[config.mk]
export PLATFORM = sky130hd
export DESIGN_NAME = rpp_programmer_flat
export DESIGN_NICKNAME = d
export VERILOG_FILES = /design/src/rpp_pkg.sv /design/src/rpp_link_if.sv /design/src/rpp_programmer.sv /design/src/flat_wrapper.sv
export VERILOG_INCLUDE_DIRS = /design/src /design/src/src
export SDC_FILE = /design/constraint.sdc
export NUM_CORES = 1
export LEC_CHECK = 0
export BUFFER_PORTS_ARGS = -buffer_cell sky130_fd_sc_hd__buf_2
export CORE_ASPECT_RATIO = 1.5
export CORE_MARGIN = 3
export CORE_UTILIZATION = 45
export CTS_BUF_LIST = sky130_fd_sc_hd__clkbuf_4 sky130_fd_sc_hd__clkbuf_8 sky130_fd_sc_hd__clkbuf_16
export CTS_CLUSTER_DIAMETER = 200
export CTS_CLUSTER_SIZE = 14
export DETAILED_ROUTE_END_ITERATION = 10
export PLACE_DENSITY = 0.65
export SYNTH_ARGS = -nofsm -noshare
export SYNTH_HDL_FRONTEND = slang
export SYNTH_SLANG_ARGS = --single-unit
[constraint.sdc]
create_clock -name aclk -period 12 [get_ports aclk]
set_clock_uncertainty 0.15 [all_clocks]
set_input_delay 2.4 -clock aclk [delete_from_list [all_inputs] [get_ports aclk]]
set_output_delay 2.4 -clock aclk [all_outputs]
set_load 0.02 [all_outputs]
[src/rpp_map.svh]
// timing counts, field positions and codes for the prom programming link
`ifndef RPP_MAP_SVH
`define RPP_MAP_SVH
`define RPP_CLK_HZ          20000000
`define RPP_PULSE_US        200
`define RPP_ARCH_PULSE_US   10000
`define RPP_LAST_PULSE_US   8000
`define RPP_MAX_PULSE_US    10000
`define RPP_SETTLE_US       1
`define RPP_PULSE_CYC       ((`RPP_PULSE_US * (`RPP_CLK_HZ / 1000000)))
`define RPP_ARCH_CYC        ((`RPP_ARCH_PULSE_US * (`RPP_CLK_HZ / 1000000)))
`define RPP_LAST_CYC        ((`RPP_LAST_PULSE_US * (`RPP_CLK_HZ / 1000000)))
`define RPP_SETTLE_CYC      ((`RPP_SETTLE_US * (`RPP_CLK_HZ / 1000000)))
`define RPP_OVER_MULT       4
`define RPP_MAX_TRIES       10
`define RPP_ARCH_ASYNC_OE   8'h00
`define RPP_ARCH_SYNC_OE    8'h01
`define RPP_ARCH_ASYNC_INIT 8'h02
`define RPP_ERASED_BYTE     8'h00
`define RPP_REG_CTRL        32'h0000_0000
`define RPP_REG_STATUS      32'h0000_0004
`define RPP_REG_ADDR        32'h0000_0008
`define RPP_REG_DATA        32'h0000_000c
`define RPP_REG_LAST        32'h0000_0010
`define RPP_CTRL_START      0
`define RPP_CTRL_ARCH       1
`define RPP_CTRL_SUPPLY     2
`define RPP_CTRL_CHECK      3
`define RPP_ST_BUSY         0
`define RPP_ST_PASS         1
`define RPP_ST_REJECT       2
`define RPP_ST_CFG_OE       3
`endif

[src/rpp_pkg.sv]
// types shared by both ends of the prom programming link
package rpp_pkg;
  typedef enum logic [1:0] {
    RPP_ARCH_ASYNC_EN,
    RPP_ARCH_SYNC_EN,
    RPP_ARCH_ASYNC_INIT
  } rpp_arch_e;
endpackage : rpp_pkg

[src/rpp_link_if.sv]
// pin-level link between the prom and its programmer
`timescale 1ns/10ps
`default_nettype none
interface rpp_link_if #(parameter int AW = 13);
  logic          supervoltage;
  logic          arch_supervoltage;
  logic [AW-1:0] address;
  logic [7:0]    prog_data;
  logic          prog_data_oe;
  logic [7:0]    dev_data;
  logic          dev_data_oe;
  logic          program_strobe_n;
  logic          verify_strobe_n;
  logic          enable_init_n;
  logic          pclk;
  logic          diagnostic_mode_select;
  logic          diagnostic_shift_clock;
  logic          shadow_serial_input;
  logic          shadow_serial_output;
  logic          shadow_to_pipe;
  modport prom (input supervoltage, arch_supervoltage, address, prog_data, prog_data_oe,
    program_strobe_n, verify_strobe_n, enable_init_n, pclk, diagnostic_mode_select,
    diagnostic_shift_clock, shadow_serial_input, shadow_to_pipe,
    output dev_data, dev_data_oe, shadow_serial_output);
  modport prog (output supervoltage, arch_supervoltage, address, prog_data, prog_data_oe,
    program_strobe_n, verify_strobe_n, enable_init_n, pclk, diagnostic_mode_select,
    diagnostic_shift_clock, shadow_serial_input, shadow_to_pipe,
    input dev_data, dev_data_oe, shadow_serial_output);
endinterface : rpp_link_if
`default_nettype wire

[src/rpp_programmer.sv]
// programmer: adaptive byte loop, architecture pulse, enable check, axi4-lite control
//
// The AXI4-Lite interface to the registers and the register offsets are this design's own decisions.
`timescale 1ns/10ps
`default_nettype none
`include "rpp_map.svh"
// Functional notes
// - supervoltage on only inside a delay window
// - set address, data, then 200 us pulse
// - remove data, verify low, compare, release
// - on pass, overprogram pulse four times width
// - on fail, another 200 us pulse, recompare
// - overprogram equals four times summed pulses
// - ten tries, then 8 ms pulse, else reject
// - advance address until whole array done; here until address equals last_reg (reset value all ones)
// - final verify pass over every location; here locations 0 to last_reg
// - architecture uses single 10 ms pulse
// - two extra supervoltage pins pick architecture; here one, arch_supervoltage, with address[0] picking arch_reg or init_reg
// - pulse only after supplies and pins settle
// - enable low, clock, capture complement, reload, clock
// - complement means output enable, true means init
// - async enable drives and floats without clock
// - sync enable acts on rising clock edges
// - blank part behaves as async enable
// - diagnostics freeze enable; outputs follow pipeline
// - per-byte pulse never exceeds 10 ms
// - erased reads zero; one bits program
// - control byte 00, 01, 02 encodings
module rpp_programmer
  import rpp_pkg::*;
#(
  parameter int AW         = 13,
  parameter int PULSE_CYC  = `RPP_PULSE_CYC,
  parameter int ARCH_CYC   = `RPP_ARCH_CYC,
  parameter int LAST_CYC   = `RPP_LAST_CYC,
  parameter int SETTLE_CYC = `RPP_SETTLE_CYC
) (
  input  wire logic        aclk,
  input  wire logic        aresetn,
  input  wire logic [31:0] s_axi_awaddr,
  input  wire logic        s_axi_awvalid,
  output logic             s_axi_awready,
  input  wire logic [31:0] s_axi_wdata,
  input  wire logic [3:0]  s_axi_wstrb,
  input  wire logic        s_axi_wvalid,
  output logic             s_axi_wready,
  output logic [1:0]       s_axi_bresp,
  output logic             s_axi_bvalid,
  input  wire logic        s_axi_bready,
  input  wire logic [31:0] s_axi_araddr,
  input  wire logic        s_axi_arvalid,
  output logic             s_axi_arready,
  output logic [31:0]      s_axi_rdata,
  output logic [1:0]       s_axi_rresp,
  output logic             s_axi_rvalid,
  input  wire logic        s_axi_rready,
  rpp_link_if.prog         link
);
  initial begin
    if (AW < 2 || AW > 16 || PULSE_CYC < 1 || SETTLE_CYC < 1) $error("rpp_programmer: bad params");
    if (`RPP_OVER_MULT * `RPP_MAX_TRIES * PULSE_CYC > ARCH_CYC) $error("rpp_programmer: pulse sum");
  end

  typedef enum logic [3:0] {
    S_IDLE, S_POWER, S_SETUP, S_PULSE, S_HOLD, S_VERIFY, S_DECIDE,
    S_NEXT, S_FINAL, S_CHK_LO, S_CHK_CAP, S_CHK_XFER, S_CHK_READ, S_DOWN
  } rpp_state_e;

  rpp_state_e    state_reg;
  logic [3:0]    ctrl_reg;
  logic [AW-1:0] addr_reg;
  logic [AW-1:0] last_reg;
  logic [AW-1:0] fail_reg;
  logic [7:0]    data_reg;
  logic [7:0]    ref_reg;
  logic [31:0]   cnt_reg;
  logic [31:0]   sum_reg;
  logic [3:0]    tries_reg;
  logic          over_reg, last_try_reg, final_reg, pass_reg, reject_reg, cfg_oe_reg;
  logic          aw_done, w_done, ar_hit;
  logic [31:0]   aw_q, w_q;
  logic [7:0]    rd_q1, rd_q2, rd_q3;
  logic          busy, go;

  // device data is a pin bus: three stages, accept once the last two agree
  always_ff @(posedge aclk) begin
    rd_q1 <= link.dev_data;
    rd_q2 <= rd_q1;
    rd_q3 <= rd_q2;
  end

  function automatic logic [31:0] dec(input logic [31:0] a);
    dec = {a[31:2], 2'b00};
  endfunction : dec

  assign busy = state_reg != S_IDLE;
  assign s_axi_awready = !aw_done && !s_axi_bvalid;
  assign s_axi_wready  = !w_done && !s_axi_bvalid;
  assign s_axi_arready = !s_axi_rvalid;
  assign s_axi_bresp   = 2'b00;
  assign s_axi_rresp   = 2'b00;
  assign go = aw_done && w_done && !s_axi_bvalid;

  always_ff @(posedge aclk) begin
    if (!aresetn) begin
      aw_done <= 1'b0;
      w_done <= 1'b0;
      aw_q <= 32'h0;
      w_q <= 32'h0;
      s_axi_bvalid <= 1'b0;
    end else begin
      if (s_axi_awvalid && s_axi_awready) begin
        aw_done <= 1'b1;
        aw_q <= s_axi_awaddr;
      end
      if (s_axi_wvalid && s_axi_wready) begin
        w_done <= 1'b1;
        w_q <= s_axi_wdata;
      end
      if (go) begin
        aw_done <= 1'b0;
        w_done <= 1'b0;
        s_axi_bvalid <= 1'b1;
      end else if (s_axi_bready) begin
        s_axi_bvalid <= 1'b0;
      end
    end
  end

  always_ff @(posedge aclk) begin
    if (!aresetn) begin
      s_axi_rvalid <= 1'b0;
      s_axi_rdata <= 32'h0;
    end else if (s_axi_arvalid && s_axi_arready) begin
      s_axi_rvalid <= 1'b1;
      case (dec(s_axi_araddr))
        `RPP_REG_CTRL:   s_axi_rdata <= {28'h0, ctrl_reg};
        `RPP_REG_STATUS: s_axi_rdata <= {28'h0, cfg_oe_reg, reject_reg, pass_reg, busy};
        `RPP_REG_ADDR:   s_axi_rdata <= 32'(fail_reg);
        `RPP_REG_DATA:   s_axi_rdata <= {24'h0, data_reg};
        `RPP_REG_LAST:   s_axi_rdata <= 32'(last_reg);
        default:         s_axi_rdata <= 32'h0;
      endcase
    end else if (s_axi_rready) begin
      s_axi_rvalid <= 1'b0;
    end
  end

  // start bit self-clears when the sequence takes it
  always_ff @(posedge aclk) begin
    if (!aresetn) begin
      ctrl_reg <= 4'h0;
      data_reg <= 8'h00;
      last_reg <= '1;
    end else if (go && !busy) begin
      if (dec(aw_q) == `RPP_REG_CTRL && s_axi_wstrb[0]) ctrl_reg <= w_q[3:0];
      if (dec(aw_q) == `RPP_REG_DATA && s_axi_wstrb[0]) data_reg <= w_q[7:0];
      if (dec(aw_q) == `RPP_REG_LAST) last_reg <= w_q[AW-1:0];
    end else if (state_reg != S_IDLE) begin
      ctrl_reg[`RPP_CTRL_START] <= 1'b0;
    end
  end

  always_ff @(posedge aclk) begin
    if (!aresetn) begin
      state_reg <= S_IDLE;
      cnt_reg <= 32'h0;
      sum_reg <= 32'h0;
      tries_reg <= 4'h0;
      addr_reg <= '0;
      fail_reg <= '0;
      ref_reg <= 8'h00;
      {over_reg, last_try_reg, final_reg, pass_reg, reject_reg, cfg_oe_reg} <= 6'h0;
    end else begin
      cnt_reg <= cnt_reg + 32'h1;
      case (state_reg)
        S_IDLE: if (ctrl_reg[`RPP_CTRL_START]) begin
          state_reg <= S_POWER;
          cnt_reg <= 32'h0;
          addr_reg <= '0;
          {over_reg, last_try_reg, final_reg, pass_reg, reject_reg} <= 5'h0;
          sum_reg <= 32'h0;
          tries_reg <= 4'h0;
        end
        S_POWER: if (cnt_reg >= 32'(SETTLE_CYC)) begin
          cnt_reg <= 32'h0;
          state_reg <= ctrl_reg[`RPP_CTRL_CHECK] ? S_CHK_LO : S_SETUP;
        end
        S_SETUP: if (cnt_reg >= 32'(SETTLE_CYC)) begin
          cnt_reg <= 32'h0;
          state_reg <= final_reg ? S_VERIFY : S_PULSE;
        end
        S_PULSE: if (ctrl_reg[`RPP_CTRL_ARCH] ? cnt_reg >= 32'(ARCH_CYC - 1)
            : over_reg ? (last_try_reg ? cnt_reg >= 32'(LAST_CYC - 1)
              : cnt_reg >= 32'(`RPP_OVER_MULT) * sum_reg - 32'h1)
            : cnt_reg >= 32'(PULSE_CYC - 1)) begin
          cnt_reg <= 32'h0;
          if (!over_reg && !ctrl_reg[`RPP_CTRL_ARCH]) begin
            sum_reg <= sum_reg + 32'(PULSE_CYC);
            tries_reg <= tries_reg + 4'h1;
          end
          state_reg <= S_HOLD;
        end
        S_HOLD: if (cnt_reg >= 32'(SETTLE_CYC)) begin
          cnt_reg <= 32'h0;
          state_reg <= ctrl_reg[`RPP_CTRL_ARCH] ? S_DOWN
                     : (over_reg && !last_try_reg) ? S_NEXT : S_VERIFY;
        end
        // all three sync stages must hold verify data before the first sample
        S_VERIFY: if (cnt_reg >= 32'(2 * SETTLE_CYC + 1)) begin
          cnt_reg <= 32'h0;
          ref_reg <= rd_q3;
          state_reg <= S_DECIDE;
        end
        S_DECIDE: begin
          cnt_reg <= 32'h0;
          if (rd_q3 == ref_reg && ref_reg == data_reg) begin
            if (final_reg) state_reg <= S_NEXT;
            else if (last_try_reg) state_reg <= S_NEXT;
            else begin
              over_reg <= 1'b1;
              state_reg <= S_SETUP;
            end
          end else if (final_reg || last_try_reg) begin
            reject_reg <= 1'b1;
            fail_reg <= addr_reg;
            state_reg <= S_DOWN;
          end else begin
            if (tries_reg == 4'(`RPP_MAX_TRIES)) begin
              over_reg <= 1'b1;
              last_try_reg <= 1'b1;
            end
            state_reg <= S_SETUP;
          end
        end
        S_NEXT: begin
          {over_reg, last_try_reg} <= 2'b00;
          sum_reg <= 32'h0;
          tries_reg <= 4'h0;
          cnt_reg <= 32'h0;
          if (addr_reg == last_reg) begin
            addr_reg <= '0;
            if (final_reg) begin
              pass_reg <= 1'b1;
              state_reg <= S_DOWN;
            end else begin
              final_reg <= 1'b1;
              state_reg <= S_SETUP;
            end
          end else begin
            addr_reg <= addr_reg + 1'b1;
            state_reg <= S_SETUP;
          end
        end
        // pclk rise needs three stages in the prom before capture mode starts
        S_CHK_LO: if (cnt_reg >= 32'(4 * SETTLE_CYC)) begin
          cnt_reg <= 32'h0;
          state_reg <= S_CHK_CAP;
        end
        S_CHK_CAP: if (cnt_reg >= 32'(4 * SETTLE_CYC)) begin
          cnt_reg <= 32'h0;
          ref_reg <= rd_q3;
          state_reg <= S_CHK_XFER;
        end
        S_CHK_XFER: if (cnt_reg >= 32'(4 * SETTLE_CYC)) begin
          cnt_reg <= 32'h0;
          state_reg <= S_CHK_READ;
        end
        // reload lands three edges after pclk, read-back three more
        S_CHK_READ: if (cnt_reg >= 32'(6 * SETTLE_CYC)) begin
          cfg_oe_reg <= rd_q3 == ~ref_reg;
          pass_reg <= 1'b1;
          cnt_reg <= 32'h0;
          state_reg <= S_DOWN;
        end
        S_DOWN: if (cnt_reg >= 32'(SETTLE_CYC)) begin
          state_reg <= S_IDLE;
        end
        default: state_reg <= S_IDLE;
      endcase
    end
  end

  // check sequence: pclk pulses in LO (second part) and READ; diag clock in CAP
  always_comb begin
    link.supervoltage = state_reg != S_IDLE && state_reg != S_DOWN && !ctrl_reg[`RPP_CTRL_CHECK];
    link.arch_supervoltage = link.supervoltage && ctrl_reg[`RPP_CTRL_ARCH];
    link.address = addr_reg;
    link.prog_data = data_reg;
    link.prog_data_oe = state_reg == S_SETUP || state_reg == S_PULSE;
    link.program_strobe_n = state_reg != S_PULSE;
    link.verify_strobe_n = !(state_reg == S_VERIFY || state_reg == S_DECIDE);
    link.enable_init_n = !(state_reg == S_CHK_LO || state_reg == S_CHK_CAP
                           || state_reg == S_CHK_XFER || state_reg == S_CHK_READ);
    link.pclk = (state_reg == S_CHK_LO && cnt_reg >= 32'(SETTLE_CYC))
              || (state_reg == S_CHK_READ && cnt_reg < 32'(2 * SETTLE_CYC));
    link.diagnostic_mode_select = state_reg == S_CHK_CAP;
    link.diagnostic_shift_clock = state_reg == S_CHK_CAP && cnt_reg >= 32'(SETTLE_CYC)
                                  && cnt_reg < 32'(2 * SETTLE_CYC);
    link.shadow_to_pipe = state_reg == S_CHK_READ;
    link.shadow_serial_input = 1'b0;
  end
endmodule : rpp_programmer
`default_nettype wire

[src/flat_wrapper.sv]
// flat-port wrapper written by rule: the top's interface ports become plain ports
module rpp_programmer_flat import rpp_pkg::*;
#(
  parameter int AW         = 13,
  parameter int PULSE_CYC  = `RPP_PULSE_CYC,
  parameter int ARCH_CYC   = `RPP_ARCH_CYC,
  parameter int LAST_CYC   = `RPP_LAST_CYC,
  parameter int SETTLE_CYC = `RPP_SETTLE_CYC
)
  (aclk, aresetn, s_axi_awaddr, s_axi_awvalid, s_axi_awready, s_axi_wdata, s_axi_wstrb, s_axi_wvalid, s_axi_wready, s_axi_bresp, s_axi_bvalid, s_axi_bready, s_axi_araddr, s_axi_arvalid, s_axi_arready, s_axi_rdata, s_axi_rresp, s_axi_rvalid, s_axi_rready, link_supervoltage, link_arch_supervoltage, link_address, link_prog_data, link_prog_data_oe, link_program_strobe_n, link_verify_strobe_n, link_enable_init_n, link_pclk, link_diagnostic_mode_select, link_diagnostic_shift_clock, link_shadow_serial_input, link_shadow_to_pipe, link_dev_data, link_dev_data_oe, link_shadow_serial_output);
  rpp_link_if #(.AW(AW)) link_i ();
  input  wire logic aclk;
  input  wire logic aresetn;
  input  wire logic [31:0] s_axi_awaddr;
  input  wire logic s_axi_awvalid;
  output logic s_axi_awready;
  input  wire logic [31:0] s_axi_wdata;
  input  wire logic [3:0] s_axi_wstrb;
  input  wire logic s_axi_wvalid;
  output logic s_axi_wready;
  output logic [1:0] s_axi_bresp;
  output logic s_axi_bvalid;
  input  wire logic s_axi_bready;
  input  wire logic [31:0] s_axi_araddr;
  input  wire logic s_axi_arvalid;
  output logic s_axi_arready;
  output logic [31:0] s_axi_rdata;
  output logic [1:0] s_axi_rresp;
  output logic s_axi_rvalid;
  input  wire logic s_axi_rready;
  output wire logic [$bits(link_i.supervoltage)-1:0] link_supervoltage;
  output wire logic [$bits(link_i.arch_supervoltage)-1:0] link_arch_supervoltage;
  output wire logic [$bits(link_i.address)-1:0] link_address;
  output wire logic [$bits(link_i.prog_data)-1:0] link_prog_data;
  output wire logic [$bits(link_i.prog_data_oe)-1:0] link_prog_data_oe;
  output wire logic [$bits(link_i.program_strobe_n)-1:0] link_program_strobe_n;
  output wire logic [$bits(link_i.verify_strobe_n)-1:0] link_verify_strobe_n;
  output wire logic [$bits(link_i.enable_init_n)-1:0] link_enable_init_n;
  output wire logic [$bits(link_i.pclk)-1:0] link_pclk;
  output wire logic [$bits(link_i.diagnostic_mode_select)-1:0] link_diagnostic_mode_select;
  output wire logic [$bits(link_i.diagnostic_shift_clock)-1:0] link_diagnostic_shift_clock;
  output wire logic [$bits(link_i.shadow_serial_input)-1:0] link_shadow_serial_input;
  output wire logic [$bits(link_i.shadow_to_pipe)-1:0] link_shadow_to_pipe;
  input wire logic [$bits(link_i.dev_data)-1:0] link_dev_data;
  input wire logic [$bits(link_i.dev_data_oe)-1:0] link_dev_data_oe;
  input wire logic [$bits(link_i.shadow_serial_output)-1:0] link_shadow_serial_output;
  assign link_supervoltage = link_i.supervoltage;
  assign link_arch_supervoltage = link_i.arch_supervoltage;
  assign link_address = link_i.address;
  assign link_prog_data = link_i.prog_data;
  assign link_prog_data_oe = link_i.prog_data_oe;
  assign link_program_strobe_n = link_i.program_strobe_n;
  assign link_verify_strobe_n = link_i.verify_strobe_n;
  assign link_enable_init_n = link_i.enable_init_n;
  assign link_pclk = link_i.pclk;
  assign link_diagnostic_mode_select = link_i.diagnostic_mode_select;
  assign link_diagnostic_shift_clock = link_i.diagnostic_shift_clock;
  assign link_shadow_serial_input = link_i.shadow_serial_input;
  assign link_shadow_to_pipe = link_i.shadow_to_pipe;
  assign link_i.dev_data = link_dev_data;
  assign link_i.dev_data_oe = link_dev_data_oe;
  assign link_i.shadow_serial_output = link_shadow_serial_output;
  rpp_programmer #(.AW(AW), .PULSE_CYC(PULSE_CYC), .ARCH_CYC(ARCH_CYC), .LAST_CYC(LAST_CYC), .SETTLE_CYC(SETTLE_CYC)) u_core (.aclk(aclk), .aresetn(aresetn), .s_axi_awaddr(s_axi_awaddr), .s_axi_awvalid(s_axi_awvalid), .s_axi_awready(s_axi_awready), .s_axi_wdata(s_axi_wdata), .s_axi_wstrb(s_axi_wstrb), .s_axi_wvalid(s_axi_wvalid), .s_axi_wready(s_axi_wready), .s_axi_bresp(s_axi_bresp), .s_axi_bvalid(s_axi_bvalid), .s_axi_bready(s_axi_bready), .s_axi_araddr(s_axi_araddr), .s_axi_arvalid(s_axi_arvalid), .s_axi_arready(s_axi_arready), .s_axi_rdata(s_axi_rdata), .s_axi_rresp(s_axi_rresp), .s_axi_rvalid(s_axi_rvalid), .s_axi_rready(s_axi_rready), .link(link_i));
endmodule
---- After elaboration in Yosys (flattened, before gate mapping) ----
Index checks and enable logic that the tools add are counted.
storage, ports and cells
  register bits after elaboration ......... 242
  word-level logic and storage cells ...... 234
  input port bits ......................... 117
operators by class
  $lt $le $gt $ge ......................... 9
  reductions and logical operators ........ 70
  add/sub/neg operators ................... 5
  equal/unequal tests ..................... 48
  mux-type cells .......................... 72
  bitwise gates (word level) .............. 3
operators with widths
  cell                                                                     count
  32-bit 2-to-1 mux                                                        9
  32-bit case mux with 7 select lines                                      1
  32-bit case mux with 3 select lines                                      1
  30-bit by 2-bit == test with 1-bit output, second input constant         3
  4-bit 2-to-1 mux                                                         21
  13-bit case mux with 5 select lines                                      1
  32-bit by 18-bit >= comparator with 1-bit output, second input constant  2
  32-bit by 7-bit >= comparator with 1-bit output, second input constant   2
  30-bit by 3-bit == test with 1-bit output, second input constant         2
  30-bit zero test                                                         2
  4-bit case mux with 13 select lines                                      1
  32-bit by 1-bit adder with 32-bit output, second input constant          1
  32-bit by 12-bit adder with 32-bit output, second input constant         1
  32-bit by 12-bit >= comparator with 1-bit output, second input constant  1
  32-bit >= comparator                                                     1
  32-bit by 5-bit >= comparator with 1-bit output, second input constant   1
  32-bit by 6-bit >= comparator with 1-bit output, second input constant   1
  32-bit by 6-bit < comparator with 1-bit output, second input constant    1
  2-bit by 1-bit inequality test with 1-bit output, second input constant  16
  32-bit by 1-bit subtractor with 32-bit output, second input constant     1
  30-bit by 1-bit == test with 1-bit output, second input constant         1
  13-bit 2-to-1 mux                                                        2
  13-bit case mux with 2 select lines                                      1
  4-bit == test, second input constant                                     6
  other kinds (38)                                                         128

---- Depth between registers and ports, before layout ----
  word-level depth ........................ 7
  depth in mapped cells ................... 19
  depth with buffers taken out ............ 15

---- Least setup slack after synthesis ----
Ideal clock, no wire load.
  path kind ............................... register -> output
  start point ............................. reg u_core.cnt_reg[9]
  end point ............................... out link_diagnostic_shift_clock
  path slack .............................. 7.480 ns
  arrival time ............................ 1.970 ns
  path buffers ............................ 0
  stages on the path, launching flop included .. 6
  required time ........................... 9.450 ns
  path through ............................ dfxtp_1 -> nor4_1 -> nand4_1 -> nor2_1 -> nand3_1 -> a211oi_1
on the way
  cells in the longest elaborated chain, start to end .. 3
  elaborated cells on any way between the ends .. 4
  classes of those cells .................. order compare: 2; reduce/logical: 2
RTL lines
  item                                             line                   text
  start: declaration                               rpp_programmer.sv:76   logic [31:0] cnt_reg;
  start signal: assignment                         rpp_programmer.sv:175  cnt_reg <= cnt_reg + 32'h1;
  32-bit by 5-bit >= comparator with 1-bit output  rpp_programmer.sv:298  link.diagnostic_shift_clock = state_reg == S_CHK_CAP && cnt_reg >= 32'(SETTLE_CYC)
  1-bit logical AND                                rpp_programmer.sv:298
  1-bit logical AND *                              rpp_programmer.sv:299  && cnt_reg < 32'(2 * SETTLE_CYC);
  end: declaration                                 flat_wrapper.sv:41     output wire logic [$bits(link_i.diagnostic_shift_clock)-1:0] link_diagnostic_shift_clock;
Every way passes the cells marked *; elsewhere a longest branch is shown, timed or not.

---- Worst setup path in the final report ----
  start point ............................. reg u_core.cnt_reg[15]
  end point ............................... out link_pclk
on the way
  cells in the longest elaborated chain, start to end .. 3
  elaborated cells on any way between the ends .. 5
  classes of those cells .................. order compare: 2; reduce/logical: 3
RTL lines
  item                                                                                                                      line                                          text
  32-bit by 5-bit >= comparator with 1-bit output / 32-bit by 6-bit < comparator with 1-bit output (equally long branches)  rpp_programmer.sv:295, rpp_programmer.sv:296
  1-bit logical AND, on equally long branches                                                                               rpp_programmer.sv:295, rpp_programmer.sv:296
  1-bit logical OR *                                                                                                        rpp_programmer.sv:296                         || (state_reg == S_CHK_READ && cnt_reg < 32'(2 * SETTLE_CYC));
  end: declaration                                                                                                          flat_wrapper.sv:39                            output wire logic [$bits(link_i.pclk)-1:0] link_pclk;
Marked as above.

==> out/metrics.yaml <==
outcome: "complete, no violations"
drv_slew: 0
rows: 68
p_leak_uw: 0.00488
first_pass_iters: 5
layout-area-overhead-vs-synth_pct: 11.0
cellPowerDensity_nw_per_um2: 121
ys_warn_count: 0
critPathBufInv: 1
place_congestion: 0.844
clock-sinks: 214
largest_reg_flops: 32
ys_seq_area_frac: 0.399
portBuffers: 137
dp_hpwl_mm: 20.2
cp_data_arrival_time_ns: 2.71
critPathLaunchType: "flip-flop"
die_x_um: 132
initial_utilization: 0.462
rsz0062_at_grt: "no"
drive_gt1_frac: 0.135
fillers: 2324
clk_path_buf_depth: 3
avgSynthCellArea_um2: 8.26
grt_pass1_vias: 9091
crit_slowest_cell: "nor4_2"
path_cells: "nor4_2 -> nand4_1 -> nor2_1 -> nand3_1 -> nor3b_1 -> o21a_1 -> buf_2"
crit_required_ns: 9.45
netlist.area_leader.share: 0.399
ioPinCount: 190
synthArstFlopShare: 0
htree_levels: 1
cts_tree: "built"
cts_buffers: 19
final_util: 0.513
synth.most_common_cell: "dfxtp_1"
grtUsageTotal: 0.206
diodes: 0
vdd_drop_max_mv: 0.157
end_kind: "output pin"
yosys-top-cells-count: "dfxtp_1 (214), nand2_1 (171), nor2_1 (144), a21oi_1 (106), o21ai_0 (55)"
critPathMaxStageDelay_ns: 0.62
min_period_over_period: 0.438
slew_headroom: 0.328
critical_path_peak_fanout: 7
antenna_found_initial: 1
yosysTopAreaCell: "dfxtp_1"
drc: 0
max_clock_freq_ghz: 0.190
die_h_um: 195
ant_nets: 0
routed_wl_mm: 27.3
netlist_instances: 1300
maxCapViolations: 0
worst_hold_path_type: "flip-flop to flip-flop"
synth_ff_type: "dfxtp_1"
vias: 9323
fin_tns_setup_ns: 0
clkSlewWorstSetupHoldPaths_ns: 0.07
post_cts_buffers: 0
drt_iter0_markers: 480
synth_seq_cells: 214
cts_root_buf: "clkbuf_16"
cts_resized: 0
hold_buffers: 0
min_period_ns: 5.26
layout.nets: 1543
worstSkewPairLatency_ns: 0.50
fin_cells: 1706
synth_edf_count: 0
cp_top_family: "simple AND/OR/NAND/NOR gates"
vias_per_cell: 5.46
syn_area_um2: 10700
hold_viol: 0
core_area_um2: 23200
setup.worst_path.class: "flip-flop to output pin"
placed_cells: 1686
synth.top_cells.by_area: "dfxtp_1 (40%), nand2_1 (6.0%), nor2_1 (5.0%), a21oi_1 (4.9%), mux2i_1 (4.8%)"
synth_cell_types: 75
wire_per_inst_um: 16.0
setup_viol: 0
die_area_um2: 25800
worst_slew_pin_slew_ns: 1.01
grt_first_pass_wirelength_mm: 44.7
grt-ovfl-total: 0
grt_max_degree: 57
## placed cells by master (no fill, tap or decap), drive strengths merged, types with 40 or more instances in the layout
cell	Yosys	layout
o21ai	57	57
a21oi	106	106
nor2	144	144
nand3	45	45
mux2i	51	51
buf	47	144
dfxtp	214	214
xor2	40	40
nand2	171	171
## power by group
part           total (uW)  switching [uW]  leakage, uW  internal, uW
logic                 142            93.3      0.00290          48.6
registers             756            24.5      0.00174           732
clock network         538             256     0.000240           282
total                1440             374      0.00488          1060
## per-stage QoR
step	total power, uW	setup WS [ns]	hold WS [ns]	cell area, um2
after floorplan	882	7.48	0.160	10800
after global placement	913	7.03	0.162	11400
after detailed placement	915	6.95	0.162	11400
after CTS	1450	6.75	0.177	11900
after global routing	1500	6.35	0.182	11900
final	1440	6.74	0.176	11900
## final timing paths
path                      startpoint                  to  slack (ns)  cells after the start
setup reg to reg   u_core.sum_reg[7]  u_core.sum_reg[14]        6.92                     16
hold reg to reg      u_core.rd_q2[5]     u_core.rd_q3[5]        0.18                      0
hold / removal       u_core.rd_q2[5]     u_core.rd_q3[5]        0.18                      0
setup / recovery  u_core.cnt_reg[15]           link_pclk        6.74                      7
## cell families after synthesis
kind of cell    share of synthesized area
mux                                0.0496
xor+xnor                           0.0604
compound gates                      0.137
buf+inv                            0.0605
simple gates                        0.253
other cells                      0.000349
fa+ha+maj                          0.0396
flops                               0.399
## routing by layer
layer | up-vias | wire length (um) | track usage
li1 | 4706 | - | -
met1 | 4332 | 10600 | 0.221
met2 | 216 | 14700 | 0.402
met3 | 67 | 1060 | 0.0271
met4 | 2 | 1030 | 0.0802
met5 | - | 13 | 0
## cell type report
| type | instances | area [um2] | area share |
|---|---|---|---|
| timing repair buffer | 144 | 738 | 0.0619 |
| tap | 315 | 394 | 0.0331 |
| sequential | 214 | 4280 | 0.359 |
| inverter | 28 | 106 | 0.00892 |
| multi-input combinational | 985 | 5910 | 0.496 |
| clock inverter | 1 | 11.3 | 0.000945 |
| clock buffer | 19 | 475 | 0.0399 |
No activity file was read; power rests on OpenSTA's default activity.
